**config.mk**
```make
export PLATFORM = sky130hd
export DESIGN_NAME = efh_host
export DESIGN_NICKNAME = d
export VERILOG_FILES = /design/src/logic/efh_pkg.sv /design/src/logic/efh_host.sv
export SDC_FILE = /design/constraint.sdc
export NUM_CORES = 1
export LEC_CHECK = 0
export BUFFER_PORTS_ARGS = -buffer_cell sky130_fd_sc_hd__buf_2
export CORE_ASPECT_RATIO = 0.7
export CORE_MARGIN = 2
export CORE_UTILIZATION = 35
export CTS_CLUSTER_DIAMETER = 100
export CTS_CLUSTER_SIZE = 28
export DETAILED_ROUTE_END_ITERATION = 12
export PLACE_DENSITY_LB_ADDON = 0.25
export SLEW_MARGIN = 0
export SYNTH_ARGS = -nofsm -noshare
export SYNTH_HDL_FRONTEND = slang
export SYNTH_SLANG_ARGS = --single-unit
export TNS_END_PERCENT = 20
```
**constraint.sdc**
```tcl
create_clock -name core_clk_i -period 2.07 [get_ports core_clk_i]
set_input_delay 0.414 -clock core_clk_i [delete_from_list [all_inputs] [get_ports core_clk_i]]
set_output_delay 0.414 -clock core_clk_i [all_outputs]
set_load 0.005 [all_outputs]
```
**src/logic/efh_pkg.sv**
```systemverilog
package efh_pkg;
   localparam int WORD_W = 4;
   localparam int DEV_WORDS = 16;
   localparam int BUF_DEPTH = 32;
   localparam int CNT_W = 5;
   localparam int CLK_PERIOD_NS = 25;
   // Pin timing figures in ns, and synchroniser depth in stages
   localparam int MC_PULSE_NS = 100;
   localparam int SI_HIGH_NS = 120;
   localparam int SO_HIGH_NS = 180;
   localparam int FLAG_FALL_NS = 315;
   localparam int SYNC_STAGES = 2;
   // Least times round up to whole cycles
   localparam logic [CNT_W-1:0] MC_CYC =
      CNT_W'((MC_PULSE_NS + CLK_PERIOD_NS - 1) / CLK_PERIOD_NS);
   localparam logic [CNT_W-1:0] SI_HIGH_CYC =
      CNT_W'((SI_HIGH_NS + CLK_PERIOD_NS - 1) / CLK_PERIOD_NS);
   localparam logic [CNT_W-1:0] SO_HIGH_CYC =
      CNT_W'((SO_HIGH_NS + CLK_PERIOD_NS - 1) / CLK_PERIOD_NS);
   localparam logic [CNT_W-1:0] SETTLE_CYC =
      CNT_W'((FLAG_FALL_NS + CLK_PERIOD_NS - 1) / CLK_PERIOD_NS + SYNC_STAGES);
   localparam logic [CNT_W-1:0] CNT_ONE = 5'h01;
   localparam logic [CNT_W-1:0] CNT_ZERO = 5'h00;

   // Pins driven into the device
   typedef struct packed {
      logic master_clear;
      logic shift_in;
      logic shift_out;
      logic out_en_n;
      logic [WORD_W-1:0] write_word_bus;
   } efh_pins_t;

   // Pins coming back from the device
   typedef struct packed {
      logic input_ready;
      logic output_ready_flag;
      logic [WORD_W-1:0] read_word_bus;
   } efh_flags_t;

   typedef enum logic [1:0] {I_CLEAR, I_RUN} efh_init_t;
   typedef enum logic [1:0] {W_IDLE, W_SETUP, W_HIGH, W_LOW} efh_wr_t;
   typedef enum logic [1:0] {R_IDLE, R_HIGH, R_LOW} efh_rd_t;
endpackage

```
**src/logic/efh_host.sv**
```systemverilog
`timescale 1ns/1ps
// Write buffer ahead of the shift-in engine
module efh_fifo
   import efh_pkg::*;
#(
   parameter int WIDTH = WORD_W,
   parameter int DEPTH = BUF_DEPTH
) (
   input wire logic core_clk_i,
   input wire logic reset_i,
   input wire logic in_valid_i,
   input wire logic [WIDTH-1:0] in_data_i,
   output logic in_ready_o,
   output logic out_valid_o,
   output logic [WIDTH-1:0] out_data_o,
   input wire logic out_ready_i
);
   localparam int AW = $clog2(DEPTH);
   logic [WIDTH-1:0] mem [DEPTH];
   logic [AW:0] wr_ptr;
   logic [AW:0] rd_ptr;
   logic [AW:0] next_wr_ptr;
   logic [AW:0] next_rd_ptr;
   logic push;
   logic pop;

   // Full when pointers differ only in the wrap bit
   always_comb begin
      in_ready_o = !((wr_ptr[AW] != rd_ptr[AW]) && (wr_ptr[AW-1:0] == rd_ptr[AW-1:0]));
      out_valid_o = (wr_ptr != rd_ptr);
      out_data_o = mem[rd_ptr[AW-1:0]];
      push = in_valid_i && in_ready_o;
      pop = out_valid_o && out_ready_i;
      next_wr_ptr = push ? wr_ptr + 1'b1 : wr_ptr;
      next_rd_ptr = pop ? rd_ptr + 1'b1 : rd_ptr;
   end

   // Pointers reset; storage needs no reset
   always_ff @(posedge core_clk_i) begin
      if (reset_i) begin
         wr_ptr <= '0;
         rd_ptr <= '0;
      end else begin
         wr_ptr <= next_wr_ptr;
         rd_ptr <= next_rd_ptr;
      end
      if (push) begin
         mem[wr_ptr[AW-1:0]] <= in_data_i;
      end
   end
endmodule

`timescale 1ns/1ps
// Host that drives the elastic store through its pins
module efh_host
   import efh_pkg::*;
#(
   parameter int DEPTH = BUF_DEPTH
) (
   input wire logic core_clk_i,
   input wire logic reset_i,
   input wire logic wr_valid_i,
   input wire logic [WORD_W-1:0] wr_data_i,
   output logic wr_ready_o,
   output logic rd_valid_o,
   output logic [WORD_W-1:0] rd_data_o,
   input wire logic rd_ready_i,
   output efh_pins_t pins_o,
   input wire efh_flags_t flags_i
);
   efh_flags_t sync1;
   efh_flags_t sync2;
   efh_init_t istate;
   efh_init_t next_istate;
   efh_wr_t wstate;
   efh_wr_t next_wstate;
   efh_rd_t rstate;
   efh_rd_t next_rstate;
   logic [CNT_W-1:0] icnt;
   logic [CNT_W-1:0] next_icnt;
   logic [CNT_W-1:0] wcnt;
   logic [CNT_W-1:0] next_wcnt;
   logic [CNT_W-1:0] rcnt;
   logic [CNT_W-1:0] next_rcnt;
   efh_pins_t next_pins;
   logic out_valid;
   logic next_out_valid;
   logic [WORD_W-1:0] out_data;
   logic [WORD_W-1:0] next_out_data;
   logic buf_valid;
   logic buf_pop;
   logic [WORD_W-1:0] buf_data;
   logic running;

   efh_fifo #(
      .WIDTH(WORD_W),
      .DEPTH(DEPTH)
   ) u_buf (
      .core_clk_i(core_clk_i),
      .reset_i(reset_i),
      .in_valid_i(wr_valid_i),
      .in_data_i(wr_data_i),
      .in_ready_o(wr_ready_o),
      .out_valid_o(buf_valid),
      .out_data_o(buf_data),
      .out_ready_i(buf_pop)
   );

   // Device pins are asynchronous to us: two stages first
   always_ff @(posedge core_clk_i) begin
      sync1 <= flags_i;
      sync2 <= sync1;
   end

   assign running = (istate == I_RUN);
   assign rd_valid_o = out_valid;
   assign rd_data_o = out_data;

   // Next values for start-up, writer and reader
   always_comb begin
      next_istate = istate;
      next_icnt = icnt;
      next_wstate = wstate;
      next_wcnt = wcnt;
      next_rstate = rstate;
      next_rcnt = rcnt;
      next_out_valid = out_valid && !rd_ready_i;
      next_out_data = out_data;
      next_pins = pins_o;
      buf_pop = 1'b0;
      // Clear pulse ahead of any strobe
      unique case (istate)
         I_CLEAR: begin
            if (icnt == CNT_ZERO) begin
               next_istate = I_RUN;
            end else begin
               next_icnt = icnt - CNT_ONE;
            end
         end
         I_RUN: begin
         end
      endcase
      // Shift only when input-ready says the first stage is free
      unique case (wstate)
         W_IDLE: begin
            if (running && buf_valid && sync2.input_ready) begin
               buf_pop = 1'b1;
               next_pins.write_word_bus = buf_data;
               next_wstate = W_SETUP;
            end
         end
         W_SETUP: begin
            next_wcnt = SI_HIGH_CYC - CNT_ONE;
            next_wstate = W_HIGH;
         end
         W_HIGH: begin
            if (wcnt == CNT_ZERO) begin
               next_wcnt = SETTLE_CYC - CNT_ONE;
               next_wstate = W_LOW;
            end else begin
               next_wcnt = wcnt - CNT_ONE;
            end
         end
         W_LOW: begin
            // Stale ready must drain through the synchroniser
            if (wcnt == CNT_ZERO) begin
               next_wstate = W_IDLE;
            end else begin
               next_wcnt = wcnt - CNT_ONE;
            end
         end
      endcase
      // Reader keeps shift-out low when idle so no auto removal
      unique case (rstate)
         R_IDLE: begin
            if (running && sync2.output_ready_flag && !out_valid) begin
               next_out_data = sync2.read_word_bus;
               next_out_valid = 1'b1;
               next_rcnt = SO_HIGH_CYC - CNT_ONE;
               next_rstate = R_HIGH;
            end
         end
         R_HIGH: begin
            if (rcnt == CNT_ZERO) begin
               next_rcnt = SETTLE_CYC - CNT_ONE;
               next_rstate = R_LOW;
            end else begin
               next_rcnt = rcnt - CNT_ONE;
            end
         end
         R_LOW: begin
            if (rcnt == CNT_ZERO) begin
               next_rstate = R_IDLE;
            end else begin
               next_rcnt = rcnt - CNT_ONE;
            end
         end
      endcase
      next_pins.master_clear = (next_istate == I_CLEAR);
      next_pins.out_en_n = (next_istate == I_CLEAR);
      next_pins.shift_in = (next_wstate == W_HIGH);
      next_pins.shift_out = (next_rstate == R_HIGH);
   end

   // Registers only; reset holds the device cleared
   always_ff @(posedge core_clk_i) begin
      if (reset_i) begin
         istate <= I_CLEAR;
         icnt <= MC_CYC - CNT_ONE;
         wstate <= W_IDLE;
         wcnt <= CNT_ZERO;
         rstate <= R_IDLE;
         rcnt <= CNT_ZERO;
         out_valid <= 1'b0;
         out_data <= '0;
         pins_o <= '{master_clear: 1'b1, shift_in: 1'b0, shift_out: 1'b0,
                     out_en_n: 1'b1, write_word_bus: '0};
      end else begin
         istate <= next_istate;
         icnt <= next_icnt;
         wstate <= next_wstate;
         wcnt <= next_wcnt;
         rstate <= next_rstate;
         rcnt <= next_rcnt;
         out_valid <= next_out_valid;
         out_data <= next_out_data;
         pins_o <= next_pins;
      end
   end
endmodule

```
==> impl_results.md, run 1 <==
* Outcome: finished, violations left
* Failing checks: setup timing
* Detailed Routing Iterations Pass 1 at 7
* Core Rows at 44
* Worst-skew pair later-pin latency at 430 ps
* WL/cell at 18.8 um
* Pleak at 3.03 nW
* Max-cap violation count at 0
* Tmin final at 2210 ps
* CP max stage cell: or3_4
* Top cells by count, synth: 128 x edfxtp_1, 74 x nor2_1, 57 x dfxtp_1
* Syn_area_per_cell at 14.5 sq um
* Synthesis-stage register bit count at 185
* Ant. Diodes at 0
* Area Growth Syn to Fin at 18.5%
* Htree depth at 4
* Worst-case clock buffer depth at 2
* Antenna viol nets, final at 0
* Worst EP required at around 1700 ps
* Initial Utilization at 0.359
* Cts bufs inserted at 17
* Worst setup EP type: primary output
* Port bufs at 27
* Number of flops mapped to enable cells by yosys at roughly 130
* Unrepaired setup endpoints after global routing: yes
* Die height at roughly 130 um
* Async S/R FF share, synth at 0
* Synth top area share at 0.513
* Buf/Inv on CP at 1
* CP max FO at 2
* Yosys cell types at 58
* Layout cells sized above 1 at 0.250
* Gp weighted congestion at 0.789
* Fin. Hold Viols at 0
* Die area at 22600 sq um
* Total gr overflow at 0
* Slew Viols, Final at 0
* 1st-iter DRT viols at 338
* CTS clk-pin slew, worst paths at 80 ps
* Main synth FF type: edfxtp_1
* Final std cells w/o fill at 871
* Slew Limit Headroom at 0.542
* Initial antenna violation count at 0
* Final wirelength at 16400 um
* Register area share after synthesis at 0.665
* Max rail drop VDD at 587 uV
* Die X at 179 um
* Arr. time, crit path at 1800 ps
* Final setup violation count at 17
* Most common cell in the netlist: edfxtp_1
* I/O pin count at 28
* Placed wire-length estimate at approximately 11000 um
* Core area at 20900 sq um
* Setup skew after layout at 10.4 ps
* Vias in the first global route at 4476
* CP startpoint kind: flop
* Final WS setup at -140 ps
* Largest net degree at the start of global routing at 33
* Period utilization at 1.07
* Final Total Pwr at ~8.0 mW
* CP max stage delay at 380 ps
* DP Cell Count at about 840
* Slew @ Worst Pin at 686 ps
* Max frequency at 453 MHz
* Hold WS at between 70 and 80 ps
* Drc violations at 0
* Root buffer cell: clkbuf_16
* TNS Setup at -468 ps
* Area contributors post-synth: edfxtp_1 51%, dfxtp_1 15%, mux4_2 7.2%
* Syn nets at 544
* Post-Syn Instances at 518
* Clk sinks at 185
* Yosys Warn Count at 0
* Via count at roughly 4500
* TritonCTS clock tree: built
* Final nets at approximately 610
* HP Class: in -> reg
* Synthesized cell area at 7490 sq um
* GRT Util Overall at 0.154
* Top delay family on crit path: simple AND/OR/NAND/NOR gates
* Area leader, netlist: edfxtp_1
* CP cell instances: xor2_2, or3_4, or3_1, buf_2
* First-pass GRT wire length at 25800 um
* Via-per-instance ratio at 5.15
* Worst Path Class, Setup: reg -> out
* Power density over the cells at roughly 900 nW/um^2
* Hold_buf cts at 0
-- area by class of cell --
cell class	count	area, sq um
fill	1849	12000
sequential	185	4990
multi-input combinational	295	2370
timing repair buffer	67	498
clock buffer	17	425
tap	276	345
clock inverter	15	194
inverter	16	60.1
-- registers in the layout, summed over array words and instances (netlist names) --
name,flops
u_buf.mem,128
pins_o,7
sync1,6
sync2,6
u_buf.rd_ptr,6
u_buf.wr_ptr,6
icnt,5
rcnt,5
wcnt,5
rd_data_o,4
istate,2
rstate,2
wstate,2
rd_valid_o,1
-- per-stage QoR --
step	setup WS [ps]	util	cell area [sq um]
after floorplan	226	-	7490
after global placement	-143	0.394	8220
after detailed placement	-178	0.394	8220
after CTS	-152	0.424	8850
after global routing	-181	0.426	8880
final	-140	0.426	8880
-- kinds of logic (layout without fill, tap and decap cells) --
| family | count (synthesis) | in the layout | synth area share |
|---|---|---|---|
| flops | 185 | 185 | 0.665 |
| simple gates | 145 | 145 | 0.0922 |
| compound gates | 70 | 70 | 0.0690 |
| mux | 51 | 51 | 0.109 |
| buf+inv | 38 | 115 | 0.0234 |
| xor+xnor | 17 | 17 | 0.0219 |
| fa+ha+maj | 12 | 12 | 0.0200 |
-- worst register-to-register path: cells and delay by family (launching register included) --
family / cells / cell delay (ps)
AND/OR/NAND/NOR: 3 / 580
buffers and inverters: 3 / 470
flip-flops: 1 / 350
AO/OA/AOI/OAI: 1 / 310
XOR/XNOR: 1 / 170
-- path summary, 6_finish.rpt --
kind / startpoint / endpoint / slack (ps) / cells past startpoint
worst min register to register: sync1[3] / sync2[3] / 330 / 0
worst max register to register: u_buf.rd_ptr[3] / u_buf.mem[30][0] / -40 / 8
worst max-delay path: u_buf.rd_ptr[3] / wr_ready_o / -140 / 4
worst min-delay path: flags_i[4] / sync1[4] / 80 / 1
-- report_power, final --
part           switching, mW  internal, mW
Combinational          0.361         0.265
Sequential            0.0663          4.04
Clock                   1.62          1.65
-- repair_timing --
action / CTS / global route
resized for setup: 3 / 13
pin swaps: 1 / 2
endpoints found under the setup margin: 2 / 102
buffers inserted: 1 / 0
-- layer usage --
layer	track usage	wire, um	vias to the layer above
li1	-	-	2087
met1	0.232	8110	2269
met2	0.222	7240	120
met3	0.0423	923	10
met4	0.0330	129	0
met5	0	0	-
-- cells in the final DEF (no fill, tap or decap), types with 8 or more instances in the layout --
master,count
a21oi_1,18
a22oi_1,8
buf_2,27
buf_4,35
clkbuf_16,17
clkinv_8,8
dfxtp_1,55
edfxtp_1,128
ha_1,12
inv_1,16
mux2i_1,24
mux4_2,24
nand2_1,18
nor2_1,66
nor2_2,8
o221ai_1,8
xor2_1,8
Note: power is estimated with default switching activity, not from simulation.
==> inputs of run 2 (changes only) <==
Settings changed: CELL_PAD_IN_SITES_DETAIL_PLACEMENT set to 0, CELL_PAD_IN_SITES_GLOBAL_PLACEMENT set to 1.
==> run 2 against run 1 <==
The run still ends with setup timing left. Count of clock-buffer cells in the layout grew 1. Clock skew is 3.2 ps lower. Sequential share of layout area is 1.2 points lower. Maximum frequency is 0.72% higher. Worst setup slack better by 16 ps. Wire length decreased by 3.4%. Die area unchanged. Highest routed layer unchanged. Cell count increased by 2.2%. Via count is 2.9% lower. Clock power fell by 8.3%. Hold slack got worse by 3.4 ps.
==> impl_results.md, run 2 (same netlist as run 1, synthesis figures left out) <==
* Worst-skew pair later-pin latency at 430 ps (about the same)
* HP Class: in -> reg
* Slew Limit Headroom at 0.544 (+0.00164)
* Ant. Diodes at 0 (unchanged)
* Hold path cells at 1 (unchanged)
* Detailed Routing Iterations Pass 1 at 4 (-3)
* CP startpoint kind: flop
* Failing checks: setup timing
* Hold WS at 76.0 ps (-3.39 ps)
* Slew Viols, Final at 0 (unchanged)
* CP max FO at 2 (unchanged)
* Period utilization at 1.06 (-0.00765)
* GRT Util Overall at 0.150 (-0.00364)
* Reg2reg start: u_buf.wr_ptr[0]
* Root buffer cell: clkbuf_16
* CP max stage delay at 390 ps (about the same)
* Final WS setup at -124 ps (+15.8 ps)
* Via-per-instance ratio at 4.89 (-5.0%)
* Met3 Usage GRT at 0.0354 (-0.00689)
* Port bufs at 27 (unchanged)
* Max frequency at 456 MHz (+0.72%)
* CP max stage cell: or3_4
* Power density over the cells at 858 nW/um^2 (-4.8%)
* Die height at 126 um (unchanged)
* Die X at 179 um (unchanged)
* FILL cells at 1844 (-0.27%)
* Via count at 4354 (-2.9%)
* FF-to-FF setup slack at -100 ps (-60 ps)
* Area Growth Syn to Fin at 21.1%
* Antenna viol nets, final at 0 (unchanged)
* Fin. Hold Viols at 0 (unchanged)
* Tmin final at 2190 ps (-15.8 ps)
* Initial antenna violation count at 0 (unchanged)
* Final Total Pwr at 7.79 mW (-2.7%)
* Arr. time, crit path at 1780 ps (-20 ps)
* Cts bufs inserted at 17 (unchanged)
* Worst setup EP type: primary output
* Layout cells sized above 1 at 0.288 (+0.0379)
* WL/cell at 17.8 um (-5.5%)
* Dpl ws at -154 ps (+24.3 ps)
* Initial Utilization at 0.359 (unchanged)
* Die area at 22600 sq um (unchanged)
* Core area at 20900 sq um (unchanged)
* Hold_buf cts at 0 (unchanged)
* 1st-iter DRT viols at 219 (-35%)
* Worst Path Class, Setup: reg -> out
* TritonCTS clock tree: built
* Max rail drop VDD at 488 uV (-17%)
* CTS clk-pin slew, worst paths at 70 ps (about the same)
* Min-Delay Startpoint: flags_i[1]
* Slew @ Worst Pin at 684 ps (-2.46 ps)
* Most used routing layer: met2
* CP cell instances: xor2_2, or3_4, or3_1, buf_2
* Worst R2R End: u_buf.mem[2][2]
* Final wirelength at 15900 um (-3.4%)
* Met2 Resource Use GR at 0.222 (unchanged)
* Most common cell after layout, fill and taps aside: edfxtp_1
* Final setup violation count at 85 (+68)
* Register-to-Register Path Depth at 9 (+1)
* Clk sinks at 185 (unchanged)
* Vias in the first global route at 4432 (-0.98%)
* Placed wire-length estimate at 10600 um (-1.5%)
* Total gr overflow at 0 (unchanged)
* Hold endpoint: sync1[1]
* Pleak at 3.12 nW (+3.0%)
* Met1 GRT Util at 0.219 (-0.0127)
* Htree depth at 4 (unchanged)
* I/O pin count at 28 (unchanged)
* Unrepaired setup endpoints after global routing: yes
* Outcome: finished, violations left
* First-pass GRT wire length at 25300 um (-1.9%)
* TNS Setup at -6780 ps (-6320 ps)
* Setup skew after layout at 7.17 ps (-3.25 ps)
* Commonest cells after routing, fill and taps aside: 128 x edfxtp_1, 64 x nor2_1, 54 x dfxtp_1, 41 x buf_4, 27 x buf_2
* Gp weighted congestion at 0.750 (-4.9%)
* Worst-case clock buffer depth at 2 (unchanged)
* Max FFs per register at 128 (unchanged)
* Final nets at 627 (+3.1%)
* Core Rows at 44 (unchanged)
* Drc violations at 0 (unchanged)
* Largest net degree at the start of global routing at 33 (unchanged)
* Max-cap violation count at 0 (unchanged)
* Worst EP required at 1660 ps (about the same)
run 2: cell count changes in the layout (fill, tap and decap cells not counted), moves of 4 or more:
cell      delta
buf_6       +10
clkinv_8     -8
buf_4        +6
nor2_4       +5
inv_6        +4
run 2: worst max-delay path by stage:
stage / from / end / slack, ps
floorplan: u_buf.rd_ptr[0] / u_buf.mem[0][0] / 230
global placement: u_buf.rd_ptr[1] / pins_o[0] / -150
detailed placement: u_buf.rd_ptr[1] / pins_o[0] / -150
CTS: u_buf.rd_ptr[3] / wr_ready_o / -150
global route: u_buf.wr_ptr[0] / wr_ready_o / -180
finish: u_buf.wr_ptr[0] / wr_ready_o / -120
run 2: what timing repair did:
item	in CTS	in global routing
setup buffers	1	7
pin swaps	1	3
endpoints found under the setup margin	5	105
resized for setup	6	42
gates cloned	0	0
run 2: cell type report:
type / count / area [sq um] / area share
clock buffers: 18 / 429 / 0.0473
clock inverters: 14 / 111 / 0.0123
inverters: 16 / 60.1 / 0.00662
multi-input cells: 295 / 2440 / 0.269
flip-flops and latches: 185 / 4990 / 0.550
well taps: 276 / 345 / 0.0380
repair buffers: 86 / 701 / 0.0772
run 2: routing by layer:
| layer | vias to the layer above | part of all wire |
|---|---|---|
| li1 | 2116 | - |
| met1 | 2158 | 0.50 |
| met2 | 66 | 0.44 |
| met3 | 14 | 0.044 |
| met4 | 0 | 0.012 |
| met5 | - | 0 |
run 2: report_power, final:
| part | switching [mW] | total (mW) | leakage [nW] | internal (mW) |
|---|---|---|---|---|
| clock | 1.44 | 3.00 | 0.265 | 1.57 |
| sequential | 0.0643 | 4.11 | 1.62 | 4.04 |
| combinational | 0.374 | 0.672 | 1.24 | 0.298 |
run 2: critical path, delay by kind of cell (launching register included):
| kind | cells | cell delay [ps] |
|---|---|---|
| simple gates | 2 | 690 |
| xor+xnor | 1 | 180 |
| buf+inv | 1 | 140 |
| flops | 1 | 340 |
run 2: per-stage QoR:
step / utilization / cell area (sq um) / instances
after floorplan: - / 7490 / 518
after global placement: 0.399 / 8320 / 853
after detailed placement: 0.399 / 8320 / 853
after CTS: 0.426 / 8880 / 886
after global routing: 0.435 / 9080 / 890
final: 0.435 / 9080 / 890
